**src/dqc_pkg.sv**
```systemverilog
// Package with constants and carriers for the dual axis quadrature counter.
package dqc_pkg;
  // ==========================================================================
  // Widths and reset values
  // ==========================================================================
  localparam int DQC_CNT_W = 12;
  localparam logic [11:0] DQC_CNT_RST = 12'h000;
  localparam int DQC_SYNC_STAGES = 2;
  // ==========================================================================
  // Upper and lower byte field positions
  // ==========================================================================
  localparam int DQC_UB_SWF = 7;
  localparam int DQC_UB_LEFT = 6;
  localparam int DQC_UB_RIGHT = 5;
  localparam int DQC_UB_MID = 4;
  localparam int DQC_UB_CNT_HI = 3;
  localparam int DQC_LB_CNT_HI = 7;
  localparam logic [7:0] DQC_DATA_RST = 8'h00;

  typedef struct packed {
    logic phase_a;
    logic phase_b;
  } dqc_phase_s;

  typedef struct packed {
    logic right_n;
    logic left_n;
    logic middle_n;
  } dqc_keys_s;

  typedef struct packed {
    logic cs_n;
    logic axis_sel;
    logic byte_sel;
  } dqc_sel_s;
endpackage

```
**src/dqc_axis.sv**
```systemverilog
// One quadrature axis: synchroniser, edge decode and wrapping up/down counter.
`timescale 1ns/10ps
module dqc_axis #(
  parameter int CNT_W = dqc_pkg::DQC_CNT_W
) (
  // Clock and reset
  input wire logic clock,
  input wire logic rstn,
  // Encoder side
  input wire dqc_pkg::dqc_phase_s phase,
  input wire logic clear,
  // Result
  output logic [CNT_W-1:0] count,
  output logic step
);
  import dqc_pkg::*;

  if (CNT_W < 9 || CNT_W > 12) begin : g_bad_width
    $error("dqc_axis: CNT_W must lie in 9..12");
  end

  dqc_phase_s sync1;
  dqc_phase_s sync2;
  dqc_phase_s prev;
  logic up;
  logic down;

  // ==========================================================================
  // Input synchroniser
  // ==========================================================================
  // two flop synchroniser
  always_ff @(posedge clock or negedge rstn) begin
    if (!rstn) begin
      sync1 <= '0;
      sync2 <= '0;
      prev <= '0;
    end else begin
      sync1 <= phase;
      sync2 <= sync1;
      prev <= sync2;
    end
  end

  // ==========================================================================
  // Direction decode
  // ==========================================================================
  // A leads B counts up
  always_comb begin
    up = 1'b0;
    down = 1'b0;
    if (sync2.phase_a != prev.phase_a && sync2.phase_b == prev.phase_b) begin
      up = (sync2.phase_a != sync2.phase_b);
      down = (sync2.phase_a == sync2.phase_b);
    end else if (sync2.phase_b != prev.phase_b && sync2.phase_a == prev.phase_a) begin
      up = (sync2.phase_a == sync2.phase_b);
      down = (sync2.phase_a != sync2.phase_b);
    end
  end

  // ==========================================================================
  // Counter
  // ==========================================================================
  // clear while high
  always_ff @(posedge clock or negedge rstn) begin
    if (!rstn) begin
      count <= CNT_W'(DQC_CNT_RST);
    end else if (clear) begin
      count <= CNT_W'(DQC_CNT_RST);
    end else if (up) begin
      count <= count + 1'b1;
    end else if (down) begin
      count <= count - 1'b1;
    end
  end

  always_ff @(posedge clock or negedge rstn) begin
    if (!rstn) begin
      step <= 1'b0;
    end else begin
      step <= up | down;
    end
  end
endmodule

```
**src/dqc_top.sv**
```systemverilog
// Top of the dual axis quadrature counter with byte read port and flags.
`timescale 1ns/10ps
module dqc_top #(
  parameter int CNT_W = dqc_pkg::DQC_CNT_W
) (
  // Clock and reset
  input wire logic clock,
  input wire logic rstn,
  // Host read port
  input wire dqc_pkg::dqc_sel_s sel,
  input wire logic reset_horiz,
  input wire logic reset_vert,
  output logic [7:0] data_out,
  output logic data_oe,
  // Flags
  output logic count_change_flag_n,
  output logic switch_flag_n,
  // Encoder and keys
  input wire logic horiz_phase_a,
  input wire logic horiz_phase_b,
  input wire logic vert_phase_a,
  input wire logic vert_phase_b,
  input wire dqc_pkg::dqc_keys_s keys
);
  import dqc_pkg::*;

  if (CNT_W != DQC_CNT_W) begin : g_bad_width
    $error("dqc_top: byte layout serves a 12-bit count only");
  end

  logic [CNT_W-1:0] horiz_count;
  logic [CNT_W-1:0] vert_count;
  logic horiz_step;
  logic vert_step;
  dqc_sel_s sel_s1;
  dqc_sel_s sel_s2;
  logic cs_prev;
  dqc_keys_s keys_s1;
  dqc_keys_s keys_s2;
  logic [7:0] next_data;
  logic cs_fall;
  logic any_key;
  dqc_phase_s horiz_in;
  dqc_phase_s vert_in;

  assign horiz_in = '{phase_a: horiz_phase_a, phase_b: horiz_phase_b};
  assign vert_in = '{phase_a: vert_phase_a, phase_b: vert_phase_b};

  // ==========================================================================
  // Axis counters
  // ==========================================================================
  // separate axis instances
  dqc_axis #(.CNT_W(CNT_W)) u_horiz (
    .clock(clock),
    .rstn(rstn),
    .phase(horiz_in),
    .clear(reset_horiz),
    .count(horiz_count),
    .step(horiz_step)
  );

  dqc_axis #(.CNT_W(CNT_W)) u_vert (
    .clock(clock),
    .rstn(rstn),
    .phase(vert_in),
    .clear(reset_vert),
    .count(vert_count),
    .step(vert_step)
  );

  // ==========================================================================
  // Select and key synchronisers
  // ==========================================================================
  // Select lines pass through the same depth as the phases, so the byte that
  // is latched is coherent with the count steps seen by the flag logic.
  // two flop synchroniser
  always_ff @(posedge clock or negedge rstn) begin
    if (!rstn) begin
      sel_s1 <= '{cs_n: 1'b1, axis_sel: 1'b0, byte_sel: 1'b0};
      sel_s2 <= '{cs_n: 1'b1, axis_sel: 1'b0, byte_sel: 1'b0};
      cs_prev <= 1'b1;
      keys_s1 <= '1;
      keys_s2 <= '1;
    end else begin
      sel_s1 <= sel;
      sel_s2 <= sel_s1;
      cs_prev <= sel_s2.cs_n;
      keys_s1 <= keys;
      keys_s2 <= keys_s1;
    end
  end

  assign cs_fall = cs_prev && !sel_s2.cs_n;

  assign any_key = !keys_s2.right_n || !keys_s2.left_n || !keys_s2.middle_n;

  always_ff @(posedge clock or negedge rstn) begin
    if (!rstn) begin
      switch_flag_n <= 1'b1;
    end else begin
      switch_flag_n <= !any_key;
    end
  end

  // ==========================================================================
  // Byte multiplexer
  // ==========================================================================
  function automatic logic [7:0] upper_byte(input logic [CNT_W-1:0] cnt, input logic swf_n,
                                            input dqc_keys_s k);
    logic [7:0] b;
    b = DQC_DATA_RST;
    b[DQC_UB_SWF] = !swf_n;
    b[DQC_UB_LEFT] = !k.left_n;
    b[DQC_UB_RIGHT] = !k.right_n;
    b[DQC_UB_MID] = !k.middle_n;
    b[DQC_UB_CNT_HI:0] = cnt[CNT_W-1:8];
    return b;
  endfunction

  always_comb begin
    next_data = DQC_DATA_RST;
    case ({sel_s2.axis_sel, sel_s2.byte_sel})
      2'b00: next_data = horiz_count[DQC_LB_CNT_HI:0];
      2'b01: next_data = upper_byte(horiz_count, switch_flag_n, keys_s2);
      2'b10: next_data = vert_count[DQC_LB_CNT_HI:0];
      2'b11: next_data = upper_byte(vert_count, switch_flag_n, keys_s2);
      default: next_data = DQC_DATA_RST;
    endcase
  end

  // ==========================================================================
  // Output latch
  // ==========================================================================
  // The latch is transparent while deselected and freezes from the select
  // falling edge, so a mid-read change of the selects is harmless.
  // freeze at select fall
  always_ff @(posedge clock or negedge rstn) begin
    if (!rstn) begin
      data_out <= DQC_DATA_RST;
    end else if (sel_s2.cs_n || cs_fall) begin
      data_out <= next_data;
    end
  end

  always_ff @(posedge clock or negedge rstn) begin
    if (!rstn) begin
      data_oe <= 1'b0;
    end else begin
      data_oe <= !sel_s2.cs_n;
    end
  end

  // ==========================================================================
  // Count change flag
  // ==========================================================================
  // Steps taken while selected are not flagged at all; software reads the
  // new count on its next access anyway.
  // step while deselected sets
  always_ff @(posedge clock or negedge rstn) begin
    if (!rstn) begin
      count_change_flag_n <= 1'b1;
    end else if (!sel_s2.cs_n) begin
      count_change_flag_n <= 1'b1;
    end else if (horiz_step || vert_step) begin
      count_change_flag_n <= 1'b0;
    end
  end
endmodule

```
**config.mk**
```make
export PLATFORM = sky130hd
export DESIGN_NAME = dqc_top
export DESIGN_NICKNAME = d
export VERILOG_FILES = /design/src/dqc_pkg.sv /design/src/dqc_axis.sv /design/src/dqc_top.sv
export SDC_FILE = /design/constraint.sdc
export NUM_CORES = 1
export LEC_CHECK = 0
export ABC_AREA = 1
export BUFFER_PORTS_ARGS = -buffer_cell sky130_fd_sc_hd__buf_4
export CAP_MARGIN = 20
export CORE_ASPECT_RATIO = 0.5
export CORE_MARGIN = 2
export CORE_UTILIZATION = 25
export DETAILED_ROUTE_END_ITERATION = 8
export PLACE_DENSITY = 0.4
export SETUP_SLACK_MARGIN = 0.02
export SLEW_MARGIN = 25
export SYNTH_ARGS = -nofsm -noshare
export SYNTH_HDL_FRONTEND = slang
export SYNTH_SLANG_ARGS = --single-unit
```
**constraint.sdc**
```tcl
create_clock -name clock -period 2.8 [get_ports clock]
set_clock_uncertainty 0.05 [all_clocks]
set_input_delay 0.28 -clock clock [delete_from_list [all_inputs] [get_ports clock]]
set_output_delay 0.28 -clock clock [all_outputs]
set_load 0.03 [all_outputs]
```
Word-level counts from Yosys, hierarchy flattened
Index checks and enable logic that the tools add are counted.

Bits in registers: 62. Bits of input ports: 14. Output and inout bits: 11. Word-level logic and storage cells: 90.

Add/subtract/negate cells: 4. Equality and inequality tests: 16. Muxes and demuxes: 17. Bitwise gates (word level): 2. Reductions and logical operators: 18.

Operator list (number): two-way mux 12 bit (6); one-hot mux 8 bit (4 select lines) (1); adder 12 x 1 -> 12 bit, second input constant (2); subtractor 12 x 1 -> 12 bit, second input constant (2); two-way mux 1 bit (10); equality test 1 bit (6); zero test 1 bit (6); inequality test 1 bit (6); nonzero test 3 bit (2); logical AND 1 bit (5); equality test 2 bit, second input constant (2); logical OR 1 bit (4); equality test 2 x 1 -> 1 bit, second input constant (1); zero test 2 bit (1); inequality test 2 x 1 -> 1 bit, second input constant (1); bitwise OR 1 bit (2).

Logic depth before layout (Yosys ltp)
Depth after elaboration: 7. Gate-level depth with buffers: 19. Mapped depth without buffers: 18.

Hierarchy
From an unflattened synthesis, not the netlist that was laid out.

Cell total of the unflattened synthesis: 497. Area total of the unflattened synthesis: 3709.8 µm².

By module, submodules not included: dqc_axis (times used 2, cells each 195, area an instance 1345.0 µm², sequential area each 475.5 µm²); dqc_top (times used 1, cells each 107, area an instance 1019.7 µm², sequential area each 614.3 µm²).

Worst setup path after synthesis
Ideal clock, no wire load.

Path kind: register -> register. From: register u_horiz.sync2[1] (netlist bit). To: register u_horiz.count[11]. Setup time: 0.117 ns. Data arrival time: 1.943 ns. Data required time: 2.633 ns. Setup slack: 0.689 ns. Stages on the path, launching flop included: 17. Period minus slack after synthesis: 2.111 ns. Path through: dfrtp_1 > inv_2 > nand2_1 > nand2_1 > nand3_4 > nand2_4 > buf_6 > inv_2 > ha_1 > nand2_1 > nand3b_1 > inv_1 > nand3_1 > nand2_1 > nand2_1 > nand3_1 > nand2_1.

Word-level cells in the longest chain between the ends: 6. Elaborated cells between the ends (all ways): 13. Those cells by class: eq/ne: 4; mux: 6; reduce/logical: 3.

Ends and longest elaborated chain: start, declared (RTL line dqc_axis.sv:23) `dqc_phase_s sync2;`; start signal, assigned (RTL line dqc_axis.sv:39) `sync2 <= sync1;`; equality test 1 bit (RTL line dqc_axis.sv:54) `end else if (sync2.phase_b != prev.phase_b && sync2.phase_a == prev.phase_a) begin`; logical AND 1 bit (RTL line dqc_axis.sv:54); two-way mux 1 bit (RTL line dqc_axis.sv:54); two-way mux 1 bit (RTL line dqc_axis.sv:51) `if (sync2.phase_a != prev.phase_a && sync2.phase_b == prev.phase_b) begin`; two-way mux 12 bit (RTL line dqc_axis.sv:69) `end else if (up) begin`; two-way mux 12 bit (RTL line dqc_axis.sv:67) `end else if (clear) begin`; end signal, assigned (RTL line dqc_axis.sv:66) `count <= CNT_W'(DQC_CNT_RST);`; end signal, assigned (RTL line dqc_axis.sv:68) `count <= CNT_W'(DQC_CNT_RST);`; end signal, assigned (RTL line dqc_axis.sv:70) `count <= count + 1'b1;`; end, declared (RTL line dqc_axis.sv:13) `output logic [CNT_W-1:0] count,`.

Several ways; a longest one is shown, not always the timed one. A chain may end at the register's enable or synchronous reset.

Final worst setup path
Same ends and word-level chain as after synthesis.

==> results.yml <==
run_status:
  status: "complete, but fails checks"
  failed_checks: "hold timing"
synthesis:
  netlist_area_sq_mm: 0.00363
  async_flop_share_pct: 100
  yosys_register_bits: 62
  synthTopCellsByArea: "dfrtp_1 35%, nand2_1 15%, dfstp_2 8.0%"
  syn_nets: 494
  yosysTopAreaCell: "dfrtp_1"
  syn_avg_cell_area_sq_um: 7.66
  yosys.cell_types.count: 34
  ys.flop_type: "dfrtp_1"
  synth_top_area_share_pct: 35.1
  ys_seq_area_share_pct: 43.1
  synth_edf_count: 0
  syn_inst: 474
  yosys_warnings: 0
layout:
  areaGrowthSynthToFinish_pct: 21.8
  drive_gt1_share_pct: 19.8
  antennaDiodeCount: 0
  final_cell_mix: "147 x nand2_1, 51 x dfrtp_1, 47 x inv_1, 39 x nand3_1, 33 x nor2_1"
  mostFrequentLayoutCell: "nand2_1"
  final_nets: 536
  num-fill-cells: 1562
  final-instance-count-excl-fill: 719
clock_tree:
  root_buffer: "clkbuf_16"
  clock_path_buffers: 2
  clock_sinks: 62
  cts_buffers: 9
  clock_latency_ns: 0.33
  tritoncts: "done"
  htree_num_levels: 3
  cts_resized: 0
  clk_pin_slew_ns: 0.06
worst_setup_path:
  cp.arrival_ns: 2.59
  critical_path_class: "reg2reg"
  crit_path_cell_trace: "inv_2 -> nand2_1 -> nand2_1 -> nand3_4 -> nand2_4 -> inv_2 -> ha_1 -> nand2_1 -> nand3b_1 -> inv_1 -> nand3_1 -> nand2_1 -> nand2_1 -> nand3_1 -> nand2_1"
  cp-start-kind: "flop"
  required_ns: 2.97
  max_stage_delay_ns: 0.44
  cp_common_cell: "nand2_1"
  end_kind: "flop"
  critPathTopFamily: "simple AND/OR/NAND/NOR gates"
  critical_path_cell_count: 15
  cp_num_buf_inv: 3
  cpMaxStageDelayCell: "dfrtp_1"
  r2r_cells: 15
  worstPathMaxFanout: 12
pwr:
  switching_share_pct: 37.4
  seq_power_share_pct: 35.1
  power_per_cell_area_mw_per_mm2: 760
  p_leak_uw: 0.00215
  ir_drop_mv: 0.303
  combPwrFrac_pct: 32.2
  p_clk_share_pct: 32.7
  p_switching_uw: 1260
  p_int_uw: 2110
detailed_routing:
  antenna_left: 0
  wl_um: 9610
  drt_iter0_drc: 148
  via_count: 3200
  wl_per_cell_um: 13.4
  drc: 0
  first_pass_iters: 4
  viasPerCell: 4.45
global_routing:
  antenna_found_initial: 0
  first_global_vias: 3230
  grt_usage_pct: 13.6
  overflow: 0
  grt_max_degree: 63
  grt_pass1_wl_um: 16500
die:
  io_pins: 25
  initial_core_util_pct: 25.4
  die_area_sq_mm: 0.0156
  die_width_um: 174
  num_rows: 31
  core_sq_mm: 0.0143
  fp.dieH_um: 89.2
worst_hold_path:
  hold_path_class: "in2async"
placed_design:
  io_buffers: 24
  dp.cells: 693
  dpl.hpwl_um: 7000
  place_congestion: 0.838
timing:
  hold_slack_ns: -0.00629
  rsz0062_at_grt: "false"
  worstMarginPinSlew_ns: 0.807
  finalSetupViolCount: 0
  finalHoldViolations: 11
  fmax_mhz: 414
  setup-tns-final_ns: 0
  slew_violations: 0
  relSlewSlack_pct: 46.2
  min_period_over_period_pct: 86.3
  period_needed_ns: 2.42
job:
  drv_cap: 0
per-stage QoR:
step                setup WS, ns  hold WS, ns  area, sq um  utilization (%)  total power, uW
finish                     0.384     -0.00629         4430             30.9             3360
detailed placement         0.397        0.286         4030             28.2             2270
global route              0.0984       0.0563         4430             30.9             3640
floorplan                  0.689      -0.0656         3630                -             1960
global placement           0.398        0.284         4030             28.2             2280
CTS                        0.381     0.000567         4410             30.8             3400
flip-flops by register name (all words and copies together) (netlist names), 3 cells and up:
name and flops:
sel_s1 3, sel_s2 3, u_vert.count 12, u_horiz.count 12
keys_s1 3, keys_s2 3, data_out 8
metal layers:
layer	track usage, %	share of wire [%]	routed length, um	up-vias
met1	17.5	50	4810	1506
met4	4.28	1.7	163	0
met3	3.02	2.9	282	13
li1	-	-	-	1639
met5	0	0	0	-
met2	23.2	45	4350	42
Yosys cell counts (4+ instances only):
cell type / n
o22ai_1: 4
o21ai_1: 5
nand3b_1: 6
nand2_4: 4
nand3_1: 39
ha_1: 6
nand3_4: 4
o21ai_0: 27
dfrtp_1: 51
inv_2: 7
inv_1: 47
nand2_2: 31
a21oi_1: 15
nor2_1: 33
o41ai_1: 10
a221oi_1: 5
nand2_1: 147
dfstp_2: 11
final cells by class:
| class | count | area, sq um | area share, % |
|---|---|---|---|
| sequential | 62 | 1570 | 35.4 |
| inverter | 54 | 203 | 4.58 |
| tap | 198 | 248 | 5.60 |
| multi-input combinational | 351 | 1810 | 40.9 |
| timing repair buffer | 38 | 310 | 7.01 |
| clock buffer | 10 | 229 | 5.17 |
| clock inverter | 6 | 62.6 | 1.41 |
cells by family (layout without fill, tap and decap cells):
| group | after synthesis | in the layout | share of synthesized area (%) |
|---|---|---|---|
| AND/OR/NAND/NOR | 269 | 269 | 34.6 |
| AO/OA/AOI/OAI | 73 | 73 | 12.4 |
| adder cells (fa/ha/maj) | 6 | 6 | 2.07 |
| XOR/XNOR | 3 | 3 | 0.724 |
| flip-flops | 62 | 62 | 43.1 |
| buffers and inverters | 61 | 108 | 7.13 |
worst paths after layout:
path / from / end / slack, ns
max in group asynchronous: rstn / u_vert.count[10]$_DFFE_PN0P_ / 2.18
min in group clock: reset_vert / u_vert.count[1]$_DFFE_PN0P_ / 0.22
hold reg to reg: u_vert.sync1[0]$_DFF_PN0_ / u_vert.sync2[0]$_DFF_PN0_ / 0.29
setup reg to reg: u_horiz.sync2[1]$_DFF_PN0_ / u_horiz.count[11]$_DFFE_PN0P_ / 0.38
hold / removal: rstn / u_vert.count[3]$_DFFE_PN0P_ / -0.006
setup / recovery: u_horiz.sync2[1]$_DFF_PN0_ / u_horiz.count[11]$_DFFE_PN0P_ / 0.38
worst register-to-register path, cell delays in order, from the launching register on:
cell      delay [ns]
dfrtp_1         0.44
inv_2           0.11
nand2_1         0.05
nand2_1         0.10
nand3_4         0.16
nand2_4         0.22
inv_2           0.13
ha_1            0.39
nand2_1         0.08
nand3b_1        0.18
inv_1           0.07
nand3_1         0.09
nand2_1         0.07
nand2_1         0.04
nand3_1         0.06
nand2_1         0.05
power groups by stage:
stage	Sequential, uW	Clock [uW]	Combinational, uW
global placement	1200	0	1090
global route	1200	1180	1260
detailed placement	1200	0	1070
floorplan	1160	0	799
finish	1180	1100	1080
CTS	1180	1130	1090
timing repair:
item | in CTS | in global routing
setup buffers | 0 | 0
hold buffers | 8 | 2
hold endpoints to repair | 8 | 2
(Power assumes the default switching activity.)
